==> src/jesd_tx_pkg.sv <==
package jesd_tx_pkg;
    localparam int LANES = 8;
    localparam int SINGLE_LANES = 4;
    localparam int OCTET_W = 8;
    localparam int WORD_W = 64;
    localparam int CONVERTERS = 4;
    localparam int SAMPLE_W = 9;
    localparam int FIELD_W = 16;
    localparam int FIFO_DEPTH = 8;
    localparam int MODE_W = 3;
    localparam int MODES = 8;
    localparam int K_W = 9;
    localparam int CNT_W = 14;
    localparam int FRAME_W = 5;
    localparam int PHASE_W = 3;
    localparam int SCR8_W = 15;
    localparam int SCR64_W = 58;
    // Self-synchronous taps: 1 + x^14 + x^15 and 1 + x^39 + x^58.
    localparam int SCR8_TAP_A = 13;
    localparam int SCR8_TAP_B = 14;
    localparam int SCR64_TAP_A = 38;
    localparam int SCR64_TAP_B = 57;
    localparam logic [SCR8_W-1:0] SCR8_RESET = 15'h0000;
    localparam logic [SCR64_W-1:0] SCR64_RESET = 58'h000_0000_0000_0000;
    localparam logic [K_W-1:0] K_MAX = 9'h100;
    localparam logic [13:0] KF_MIN = 14'h0011;
    localparam logic [13:0] KF_MAX = 14'h0400;
    localparam logic [K_W-1:0] EMB_MAX = 9'h010;
    localparam int EMB_SHIFT = 8;
    localparam logic [2:0] BLOCK_LAST = 3'h7;
    localparam logic [1:0] ILAS_LAST = 2'h3;
    localparam logic [3:0] MODE_LANES [0:MODES-1] =
        '{4'h8, 4'h4, 4'h2, 4'h1, 4'h8, 4'h4, 4'h2, 4'h1};
    localparam logic [FRAME_W-1:0] MODE_OCTETS [0:MODES-1] =
        '{5'h01, 5'h02, 5'h04, 5'h08, 5'h01, 5'h02, 5'h04, 5'h08};
    localparam logic MODE_ENC64 [0:MODES-1] =
        '{1'b0, 1'b0, 1'b0, 1'b0, 1'b1, 1'b1, 1'b1, 1'b1};
    localparam logic [1:0] PHASE_CGS = 2'h0;
    localparam logic [1:0] PHASE_WAIT = 2'h1;
    localparam logic [1:0] PHASE_ILAS = 2'h2;
    localparam logic [1:0] PHASE_DATA = 2'h3;
    typedef enum {LINK_CGS, LINK_WAIT_LMFC, LINK_ILAS, LINK_DATA} link_state_t;
endpackage

==> src/jesd_transport_scrambler_tx.sv <==
`timescale 1ns/1ps
module jesd_transport_scrambler_tx (
    input wire logic clock_i,
    input wire logic rst_n_i,
    input wire logic sample_valid_i,
    input wire logic [35:0] sample_data_i,
    output logic sample_ready_o,
    input wire logic [2:0] transport_mode_select_i,
    input wire logic [8:0] k_frames_i,
    input wire logic scramble_enable_i,
    input wire logic fec_enable_i,
    input wire logic nco_sync_select_i,
    input wire logic single_channel_variant_i,
    input wire logic sync_request_pin_n_i,
    input wire logic sysref_i,
    output logic [63:0] lane_octet_o,
    output logic lane_data_valid_o,
    output logic [7:0] lane_enable_o,
    output logic [511:0] block_data_o,
    output logic block_valid_o,
    output logic frame_end_o,
    output logic lmfc_edge_o,
    output logic [1:0] link_phase_o,
    output logic encoding_64b66b_o,
    output logic fec_active_o,
    output logic link_init_request_o,
    output logic nco_sync_o,
    output logic config_error_o
);
    // =========================================================
    // Scrambler functions
    // =========================================================
    function automatic logic [22:0] scr8(input logic [7:0] d, input logic [14:0] st);
        logic [14:0] s;
        logic [7:0] o;
        s = st;
        o = '0;
        for (int b = 7; b >= 0; b--) begin
            o[b] = d[b] ^ s[jesd_tx_pkg::SCR8_TAP_A] ^ s[jesd_tx_pkg::SCR8_TAP_B];
            s = {s[13:0], o[b]};
        end
        return {o, s};
    endfunction

    function automatic logic [121:0] scr64(input logic [63:0] d, input logic [57:0] st);
        logic [57:0] s;
        logic [63:0] o;
        s = st;
        o = '0;
        for (int b = 63; b >= 0; b--) begin
            o[b] = d[b] ^ s[jesd_tx_pkg::SCR64_TAP_A] ^ s[jesd_tx_pkg::SCR64_TAP_B];
            s = {s[56:0], o[b]};
        end
        return {o, s};
    endfunction

    // =========================================================
    // Pin synchronisers
    // =========================================================
    logic [2:0] sync_pipe;
    logic [2:0] sysref_pipe;
    logic sync_s;
    logic sync_fall;
    logic sysref_edge;

    always_ff @(posedge clock_i or negedge rst_n_i) begin
        if (!rst_n_i) begin
            sync_pipe <= 3'h7;
        end else begin
            sync_pipe <= {sync_pipe[1:0], sync_request_pin_n_i};
        end
    end

    always_ff @(posedge clock_i or negedge rst_n_i) begin
        if (!rst_n_i) begin
            sysref_pipe <= 3'h0;
        end else begin
            sysref_pipe <= {sysref_pipe[1:0], sysref_i};
        end
    end

    assign sync_s = sync_pipe[1];
    assign sync_fall = sync_pipe[2] && !sync_pipe[1];
    assign sysref_edge = sysref_pipe[1] && !sysref_pipe[2];

    // =========================================================
    // Mode decode and parameter check
    // =========================================================
    logic [3:0] lanes_l;
    logic [3:0] lanes_eff;
    logic [4:0] octets_f;
    logic enc64;
    logic [13:0] kf;
    logic [13:0] period;
    logic cfg_ok;
    logic [2:0] last_phase;

    assign lanes_l = jesd_tx_pkg::MODE_LANES[transport_mode_select_i];
    assign octets_f = jesd_tx_pkg::MODE_OCTETS[transport_mode_select_i];
    assign enc64 = jesd_tx_pkg::MODE_ENC64[transport_mode_select_i];
    // The single channel variant never drives more than its four lanes.
    assign lanes_eff = (single_channel_variant_i
                        && lanes_l > 4'(jesd_tx_pkg::SINGLE_LANES))
                       ? 4'(jesd_tx_pkg::SINGLE_LANES) : lanes_l;
    assign last_phase = 3'((4'h8 / lanes_eff) - 4'h1);
    assign kf = 14'(octets_f) * 14'(k_frames_i);
    assign period = enc64 ? (14'(k_frames_i) << jesd_tx_pkg::EMB_SHIFT) : kf;

    always_comb begin
        if (enc64) begin
            cfg_ok = (k_frames_i != '0) && (k_frames_i <= jesd_tx_pkg::EMB_MAX);
        end else begin
            cfg_ok = (kf >= jesd_tx_pkg::KF_MIN) && (kf <= jesd_tx_pkg::KF_MAX)
                     && (k_frames_i <= jesd_tx_pkg::K_MAX);
        end
    end

    // =========================================================
    // Multiframe, block and frame counters
    // =========================================================
    logic [13:0] lmfc_cnt;
    logic lmfc_wrap;
    logic [4:0] frame_cnt;

    assign lmfc_wrap = (lmfc_cnt == period - 14'h0001);

    // Octet count within a multiframe, or within an extended multiblock
    // whose low three bits give the octet position inside a block.
    always_ff @(posedge clock_i or negedge rst_n_i) begin
        if (!rst_n_i) begin
            lmfc_cnt <= '0;
        end else if (sysref_edge || lmfc_wrap) begin
            lmfc_cnt <= '0;
        end else begin
            lmfc_cnt <= lmfc_cnt + 14'h0001;
        end
    end

    always_ff @(posedge clock_i or negedge rst_n_i) begin
        if (!rst_n_i) begin
            frame_cnt <= '0;
        end else if (sysref_edge || frame_cnt == octets_f - 5'h01) begin
            frame_cnt <= '0;
        end else begin
            frame_cnt <= frame_cnt + 5'h01;
        end
    end

    // =========================================================
    // Link start sequence
    // =========================================================
    jesd_tx_pkg::link_state_t state;
    logic [1:0] ilas_cnt;

    always_ff @(posedge clock_i or negedge rst_n_i) begin
        if (!rst_n_i) begin
            state <= jesd_tx_pkg::LINK_CGS;
            ilas_cnt <= '0;
        end else if (enc64) begin
            state <= jesd_tx_pkg::LINK_DATA;
        end else if (!sync_s) begin
            state <= jesd_tx_pkg::LINK_CGS;
        end else begin
            case (state)
                jesd_tx_pkg::LINK_CGS: begin
                    state <= jesd_tx_pkg::LINK_WAIT_LMFC;
                end
                jesd_tx_pkg::LINK_WAIT_LMFC: begin
                    if (lmfc_wrap) begin
                        state <= jesd_tx_pkg::LINK_ILAS;
                        ilas_cnt <= '0;
                    end
                end
                jesd_tx_pkg::LINK_ILAS: begin
                    if (lmfc_wrap) begin
                        if (ilas_cnt == jesd_tx_pkg::ILAS_LAST) begin
                            state <= jesd_tx_pkg::LINK_DATA;
                        end else begin
                            ilas_cnt <= ilas_cnt + 2'h1;
                        end
                    end
                end
                jesd_tx_pkg::LINK_DATA: begin
                    state <= jesd_tx_pkg::LINK_DATA;
                end
                default: begin
                    state <= jesd_tx_pkg::LINK_CGS;
                end
            endcase
        end
    end

    // =========================================================
    // Sample packing and buffering
    // =========================================================
    logic [63:0] packed_word;
    logic fifo_valid;
    logic [63:0] fifo_data;
    logic in_data;
    logic pop;
    logic [2:0] phase;

    // Each 9-bit sample sits MSB-aligned in a 16-bit field, tail bits zero.
    always_comb begin
        packed_word = '0;
        for (int c = 0; c < jesd_tx_pkg::CONVERTERS; c++) begin
            packed_word[c*jesd_tx_pkg::FIELD_W+jesd_tx_pkg::FIELD_W-1 -:
                        jesd_tx_pkg::SAMPLE_W] =
                sample_data_i[c*jesd_tx_pkg::SAMPLE_W +: jesd_tx_pkg::SAMPLE_W];
        end
    end

    assign in_data = (state == jesd_tx_pkg::LINK_DATA) && fifo_valid;
    assign pop = in_data && (phase == last_phase);

    stream_fifo #(
        .WIDTH(jesd_tx_pkg::WORD_W),
        .DEPTH(jesd_tx_pkg::FIFO_DEPTH)
    ) sample_fifo (
        .clock_i(clock_i),
        .rst_n_i(rst_n_i),
        .in_valid_i(sample_valid_i),
        .in_data_i(packed_word),
        .in_ready_o(sample_ready_o),
        .out_valid_o(fifo_valid),
        .out_data_o(fifo_data),
        .out_ready_i(pop)
    );

    always_ff @(posedge clock_i or negedge rst_n_i) begin
        if (!rst_n_i) begin
            phase <= '0;
        end else if (in_data) begin
            phase <= (phase == last_phase) ? 3'h0 : phase + 3'h1;
        end
    end

    // =========================================================
    // Octet to lane mapping
    // =========================================================
    logic [63:0] raw_octets;
    logic scr8_on;

    // Lane i carries octet phase*lanes_eff + i of the current word.
    always_comb begin
        logic [6:0] idx;
        idx = '0;
        raw_octets = '0;
        for (int i = 0; i < jesd_tx_pkg::LANES; i++) begin
            idx = 7'(phase) * 7'(lanes_eff) + 7'(i);
            if (in_data && 4'(i) < lanes_eff) begin
                raw_octets[i*8 +: 8] = fifo_data[idx[2:0]*8 +: 8];
            end
        end
    end

    // Start-up sequences pass raw so the link layer can overlay them.
    assign scr8_on = !enc64 && scramble_enable_i
                     && (state == jesd_tx_pkg::LINK_DATA);

    // =========================================================
    // Per-lane scramblers
    // =========================================================
    for (genvar g = 0; g < jesd_tx_pkg::LANES; g++) begin : lane_g
        logic [14:0] s8;
        logic [57:0] s64;
        logic [63:0] acc;
        logic [22:0] r8;
        logic [121:0] r64;

        assign r8 = scr8(raw_octets[g*8 +: 8], s8);
        assign r64 = scr64({acc[55:0], raw_octets[g*8 +: 8]}, s64);

        always_ff @(posedge clock_i or negedge rst_n_i) begin
            if (!rst_n_i) begin
                s8 <= jesd_tx_pkg::SCR8_RESET;
                lane_octet_o[g*8 +: 8] <= '0;
            end else begin
                if (scr8_on) begin
                    s8 <= r8[14:0];
                end
                lane_octet_o[g*8 +: 8] <= scr8_on ? r8[22:15]
                                                 : raw_octets[g*8 +: 8];
            end
        end

        always_ff @(posedge clock_i or negedge rst_n_i) begin
            if (!rst_n_i) begin
                s64 <= jesd_tx_pkg::SCR64_RESET;
                acc <= '0;
                block_data_o[g*64 +: 64] <= '0;
            end else if (enc64) begin
                acc <= {acc[55:0], raw_octets[g*8 +: 8]};
                if (lmfc_cnt[2:0] == jesd_tx_pkg::BLOCK_LAST) begin
                    s64 <= r64[57:0];
                    block_data_o[g*64 +: 64] <= r64[121:58];
                end
            end
        end
    end

    // =========================================================
    // Status and side outputs
    // =========================================================
    always_ff @(posedge clock_i or negedge rst_n_i) begin
        if (!rst_n_i) begin
            block_valid_o <= 1'b0;
            lane_data_valid_o <= 1'b0;
            lane_enable_o <= '0;
            frame_end_o <= 1'b0;
            lmfc_edge_o <= 1'b0;
            encoding_64b66b_o <= 1'b0;
            config_error_o <= 1'b0;
        end else begin
            block_valid_o <= enc64 && lmfc_cnt[2:0] == jesd_tx_pkg::BLOCK_LAST;
            lane_data_valid_o <= in_data;
            lane_enable_o <= 8'((9'h001 << lanes_eff) - 9'h001);
            frame_end_o <= !enc64 && frame_cnt == octets_f - 5'h01;
            lmfc_edge_o <= lmfc_wrap;
            encoding_64b66b_o <= enc64;
            config_error_o <= !cfg_ok;
        end
    end

    // FEC and the link layer encoding sit downstream; neither a three-bit
    // CRC nor a command channel is ever requested from them.
    always_ff @(posedge clock_i or negedge rst_n_i) begin
        if (!rst_n_i) begin
            fec_active_o <= 1'b0;
            link_init_request_o <= 1'b0;
            nco_sync_o <= 1'b0;
        end else begin
            fec_active_o <= enc64 && fec_enable_i;
            link_init_request_o <= !enc64 && !sync_s;
            nco_sync_o <= enc64 && nco_sync_select_i && sync_fall;
        end
    end

    always_ff @(posedge clock_i or negedge rst_n_i) begin
        if (!rst_n_i) begin
            link_phase_o <= jesd_tx_pkg::PHASE_CGS;
        end else begin
            case (state)
                jesd_tx_pkg::LINK_CGS: begin
                    link_phase_o <= jesd_tx_pkg::PHASE_CGS;
                end
                jesd_tx_pkg::LINK_WAIT_LMFC: begin
                    link_phase_o <= jesd_tx_pkg::PHASE_WAIT;
                end
                jesd_tx_pkg::LINK_ILAS: begin
                    link_phase_o <= jesd_tx_pkg::PHASE_ILAS;
                end
                default: begin
                    link_phase_o <= jesd_tx_pkg::PHASE_DATA;
                end
            endcase
        end
    end
endmodule // jesd_transport_scrambler_tx

==> src/stream_fifo.sv <==
`timescale 1ns/1ps
module stream_fifo #(
    parameter int WIDTH = 64,
    parameter int DEPTH = 8
) (
    input wire logic clock_i,
    input wire logic rst_n_i,
    input wire logic in_valid_i,
    input wire logic [WIDTH-1:0] in_data_i,
    output logic in_ready_o,
    output logic out_valid_o,
    output logic [WIDTH-1:0] out_data_o,
    input wire logic out_ready_i
);
    localparam int AW = $clog2(DEPTH);
    logic [WIDTH-1:0] mem [0:DEPTH-1];
    logic [AW-1:0] wr_ptr;
    logic [AW-1:0] rd_ptr;
    logic [AW:0] count;
    logic push;
    logic pop;

    assign in_ready_o = (count != (AW+1)'(DEPTH));
    assign out_valid_o = (count != '0);
    assign out_data_o = mem[rd_ptr];
    assign push = in_valid_i && in_ready_o;
    assign pop = out_valid_o && out_ready_i;

    always_ff @(posedge clock_i) begin
        if (push) begin
            mem[wr_ptr] <= in_data_i;
        end
    end

    always_ff @(posedge clock_i or negedge rst_n_i) begin
        if (!rst_n_i) begin
            wr_ptr <= '0;
            rd_ptr <= '0;
            count <= '0;
        end else begin
            if (push) begin
                wr_ptr <= (wr_ptr == AW'(DEPTH - 1)) ? '0 : wr_ptr + 1'b1;
            end
            if (pop) begin
                rd_ptr <= (rd_ptr == AW'(DEPTH - 1)) ? '0 : rd_ptr + 1'b1;
            end
            if (push && !pop) begin
                count <= count + 1'b1;
            end else if (pop && !push) begin
                count <= count - 1'b1;
            end
        end
    end
endmodule // stream_fifo
==> config.mk <==
export PLATFORM = sky130hd
export DESIGN_NAME = jesd_transport_scrambler_tx
export DESIGN_NICKNAME = d
export VERILOG_FILES = /design/src/jesd_tx_pkg.sv /design/src/jesd_transport_scrambler_tx.sv /design/src/stream_fifo.sv
export SDC_FILE = /design/constraint.sdc
export NUM_CORES = 2
export LEC_CHECK = 0
export BUFFER_PORTS_ARGS = -buffer_cell sky130_fd_sc_hd__buf_2
export CORE_ASPECT_RATIO = 1.2
export CORE_MARGIN = 10
export CORE_UTILIZATION = 60
export DETAILED_ROUTE_END_ITERATION = 10
export PLACE_DENSITY = 0.81
export REMOVE_ABC_BUFFERS = 1
export SLEW_MARGIN = 10
export SYNTH_ARGS = -nofsm -noshare
export SYNTH_HDL_FRONTEND = slang
export SYNTH_SLANG_ARGS = --single-unit
==> constraint.sdc <==
create_clock -name clock_i -period 5.4 [get_ports clock_i]
set_clock_uncertainty 0.05 [all_clocks]
set_input_delay 1.62 -clock clock_i [delete_from_list [all_inputs] [get_ports clock_i]]
set_output_delay 1.62 -clock clock_i [all_outputs]
set_load 0.1 [all_outputs]
==> metrics.md <==
| Metric | Value |
|---|---|
| Logic depth of the worst setup path including buffers | 22 |
| PortBufs | around 650 |
| Hold WC Path Type | reg -> reg |
| Post-detailed-route count of antenna-violating nets | 0 |
| Worst r2r dst | block_data_o[71] |
| Buffer and inverter count on the worst path | 8 |
| Count of maximum capacitance violations | 0 |
| Largest vdd supply drop | approximately 0.63 mV |
| Yosys top cell by area | sky130_fd_sc_hd__dfrtp_1 |
| Minimum period implied by the final worst setup slack | ~5.5 ns |
| CTS Root Cell | sky130_fd_sc_hd__clkbuf_16 |
| Fraction of power consumed by the clock network | 20.9% |
| Die ar. | between 100000 and 150000 um2 |
| Worst R2R Path Depth | 8 |
| Violations in the final reports | setup timing |
| Peak per-stage delay on the critical path | approximately 0.52 ns |
| RSZ-0062 raised after global routing | yes |
| Final worst setup slack | -0.0586 ns |
| Library cells used by synthesis | 90 |
| Placeable core area | ~110000 um2 |
| Avg WL per Cell | roughly 23 um |
| Share of the cycle needed by the critical path after routing | 101% |
| Average cell area after synthesis | between 10 and 15 um2 |
| Lkg Pwr | between 30 and 40 nW |
| Number of levels the H-tree was split into | 4 |
| Reg-to-reg slack, setup | about 1.6 ns |
| Chain of cells forming the critical path | buf_4 > buf_6 > and3_4 > ha_4 > inv_2 > fa_1 > inv_1 > fa_1 > ha_4 > buf_4 > nand4_1 > buf_4 > a21oi_2 > nor2_1 > buf_4 > o21ai_1 > a21oi_1 > a311oi_1 > buf_4 > xnor2_2 > nor4_4 > mux2_4 |
| Cell class contributing the biggest share of worst-path delay | adder cells |
| Pre-Repair DR Iteration Count | 5 |
| Die width | between 300 and 400 um |
| Internal power summed over all cells | around 0.027 W |
| Logic pwr share | between 40 and 50% |
| Final Core Density | around 71% |
| Max-slew headroom | 14.1% |
| Ratio of total power to cell area | 637 nW/um2 |
| Drt drc | 0 |
| Top achievable clock speed | 183 MHz |
| Post-synth design cell area | between 60000 and 70000 um2 |
| Synthesized flop and latch total | about 1500 |
| Run status | finished with violations |
| Total setup violations reported at the end of the flow | 17 |
| Cell types with the largest area share after synthesis | sky130_fd_sc_hd__dfrtp_1, sky130_fd_sc_hd__edfxtp_1, sky130_fd_sc_hd__xnor2_1, sky130_fd_sc_hd__mux2_2, sky130_fd_sc_hd__xor2_1 |
| Vias in the first global route | approximately 46000 |
| Total clock buffers created by CTS | about 150 |
| Top-level port count | approximately 650 |
| Post-CTS clock slew at the launch and capture registers of the worst setup and hold paths | 0.06 ns |
| Transition time of the tightest slew-check pin | roughly 1.3 ns |
| Post-Synthesis Cells | between 5000 and 6000 |
| Placer congestion estimate | about 0.91 |
| Number of nets in the layout | approximately 6400 |
| Setup crit end kind | flip-flop |
| Number of warnings reported in the yosys synthesis log | 0 |
| Cell with the biggest individual delay on the critical path | sky130_fd_sc_hd__fa_1 |
| Post-synth ARST share | 80.7% |
| Cell repeated most along the worst path | sky130_fd_sc_hd__buf_4 |
| Relative area change from synthesis to final layout | 16.9% |
| Worst skew pair latency | between 0.7 and 0.8 ns |
| Via total after detailed routing | 44997 |
| Row cnt | 135 |
| Total of fill cells in the finished design | about 7700 |
| Switching power summed over all nets | about 0.024 W |
| Hold endpoint | sync_pipe[1] |
| Global-route wire length before repair | 278000 um |
| Startpoint type of the worst setup path | input pin |
| Die height | 390 um |
| Worst min-delay path startpoint | sync_pipe[0] |
| Drt via density | ~5.6 |
| CP Class | in -> reg |
| Seq/Total Area, Yosys | 56.7% |
| Violation count after the first detailed-route iteration | 3474 |
| Min-Delay Path Depth | 0 |
| GRT Overall Usage | 28.1% |
| Relative contribution of sequential cells to total power | between 30% and 40% |
| Pre-CTS setup slack | -1.32 ns |
| Proportion of layout cells with a drive suffix above 1 | between 20% and 30% |
| CTS tree | done |
| Crit Reg-Reg Startpoint | sample_fifo.rd_ptr[1] |
| Predominant post-synthesis flop cell | sky130_fd_sc_hd__dfrtp_1 |
| Number of max-slew violations in the final report | 0 |
| CTS sink cnt | roughly 1500 |
| Largest net degree at the start of global routing | about 250 |
| Number of enable-type register cells in the synthesized netlist | between 200 and 300 |
| Initial antenna violation count | 38 |
| Peak fanout along the critical path | 8 |
| Hold buffer count at CTS | 0 |
| Switching power as a share of total power | 46.4% |
| Initial core utilization | between 60% and 70% |
| DP HPWL | approximately 130000 um |
| Hold Violations, Final | 0 |
| Residual overflow from global routing | 0 |
| Routed WL | about 180000 um |
| Required time at the worst-slack endpoint | approximately 6 ns |
| Fraction of synthesized cell area taken by the top area cell type | between 40 and 50% |
| Worst-case clock buffer depth | 3 |
| CP arrival | between 6 and 7 ns |
## through the flow
stage               instances  hold WS, ns  setup TNS (ns)  power (W)  instance area (um2)
detailed placement       7642        0.290          -24.74     0.0403                74200
global route             7962        0.293           -2.95     0.0532                80000
global placement         7642        0.289          -21.67     0.0398                74200
finish                   7975        0.287          -0.660     0.0509                80000
CTS                      7947        0.295               0     0.0511                79700
floorplan                5312        0.281        -6663.54     0.0349                67300
## final cells by class
cell class	count	area [um2]	share of cell area, %
Inverter	60	231	0.289
Clock buffer	223	4390	5.48
Sequential cell	1493	38800	48.5
Timing Repair Buffer	862	5210	6.52
Multi-Input combinational cell	3759	28800	35.9
Antenna cell	22	55.1	0.0688
Tap cell	1507	1890	2.36
Clock inverter	49	679	0.849
## synth_stat cells (all sizes together), types with 4 or more instances
cell	number
fa	15
dfrtp	1202
a211oi	19
edfxtp	288
xor2	378
or3	11
o21a	4
nand2b	16
a21bo	7
nand3	54
nor4	9
buf	49
nand4	6
and2	24
o2111ai	4
or2	9
clkbuf	222
inv	59
o211ai	15
and3	30
a21o	24
nor2	153
nor2b	18
xnor2	844
mux2	493
ha	50
o311ai	9
a21oi	41
mux2i	22
mux4	78
o21ai	614
nand2	726
nor3	39
nor3b	4
## metal layers
layer | vias to the layer above | wire (um) | GRT usage [%]
li1 | 20470 | - | -
met1 | 22581 | 69600 | 34.8
met2 | 1489 | 90500 | 46.8
met3 | 437 | 12300 | 5.35
met4 | 20 | 9800 | 14.6
met5 | - | 146 | 0
## worst max-delay path by stage
stage	start	to	slack, ns
final	transport_mode_select_i[0]	ilas_cnt[0]	-0.06
after global routing	transport_mode_select_i[0]	lmfc_cnt[5]	-0.20
after CTS	transport_mode_select_i[0]	lmfc_cnt[2]	0.002
after detailed placement	transport_mode_select_i[1]	ilas_cnt[0]	-1.32
after global placement	transport_mode_select_i[1]	ilas_cnt[1]	-1.15
after floorplan	transport_mode_select_i[2]	block_valid_o	-13.84
## logic make-up after synthesis
| group | synth area share (%) |
|---|---|
| xor+xnor | 15.7 |
| simple gates | 6.94 |
| mux | 11.0 |
| fa+ha+maj | 1.35 |
| flops | 56.7 |
| compound gates | 6.40 |
| buf+inv | 1.94 |
## power groups by stage
stage	logic [W]	registers, W	clock network, W
floorplan	0.00969	0.0252	0
global placement	0.0226	0.0172	0
detailed placement	0.0229	0.0173	0
CTS	0.0232	0.0172	0.0108
global route	0.0244	0.0175	0.0113
finish	0.0231	0.0172	0.0107
## sequential cells by signal, summed over array words and instances, names as in the netlist, 4 cells and up
| register | count |
|---|---|
| block_data_o | 512 |
| lane_g.acc | 448 |
| sample_fifo.mem | 288 |
| lane_g.s8 | 120 |
| lane_octet_o | 64 |
| lmfc_cnt | 14 |
| lane_enable_o | 8 |
| frame_cnt | 5 |
| sample_fifo.count | 4 |
## what timing repair did
item                       CTS  global route
pin swaps                   39            50
setup endpoints to repair   19            20
gates resized for setup     48            51
buffers inserted            32             6
gates cloned                 1             0
## cells in the final DEF (no fill, tap or decap), types with 37 or more instances in the layout
master and n:
sky130_fd_sc_hd__buf_2 648, sky130_fd_sc_hd__nor2_1 141, sky130_fd_sc_hd__o21ai_0 601, sky130_fd_sc_hd__xor2_1 375
sky130_fd_sc_hd__xnor2_1 842, sky130_fd_sc_hd__mux4_2 78, sky130_fd_sc_hd__buf_4 177, sky130_fd_sc_hd__edfxtp_1 288
sky130_fd_sc_hd__clkbuf_16 151, sky130_fd_sc_hd__inv_1 44, sky130_fd_sc_hd__clkbuf_1 38, sky130_fd_sc_hd__mux2_2 491
sky130_fd_sc_hd__dfrtp_1 1199, sky130_fd_sc_hd__nand2_1 723, sky130_fd_sc_hd__ha_1 37, sky130_fd_sc_hd__nand3_1 50
No activity file was read; power rests on OpenSTA's default activity.
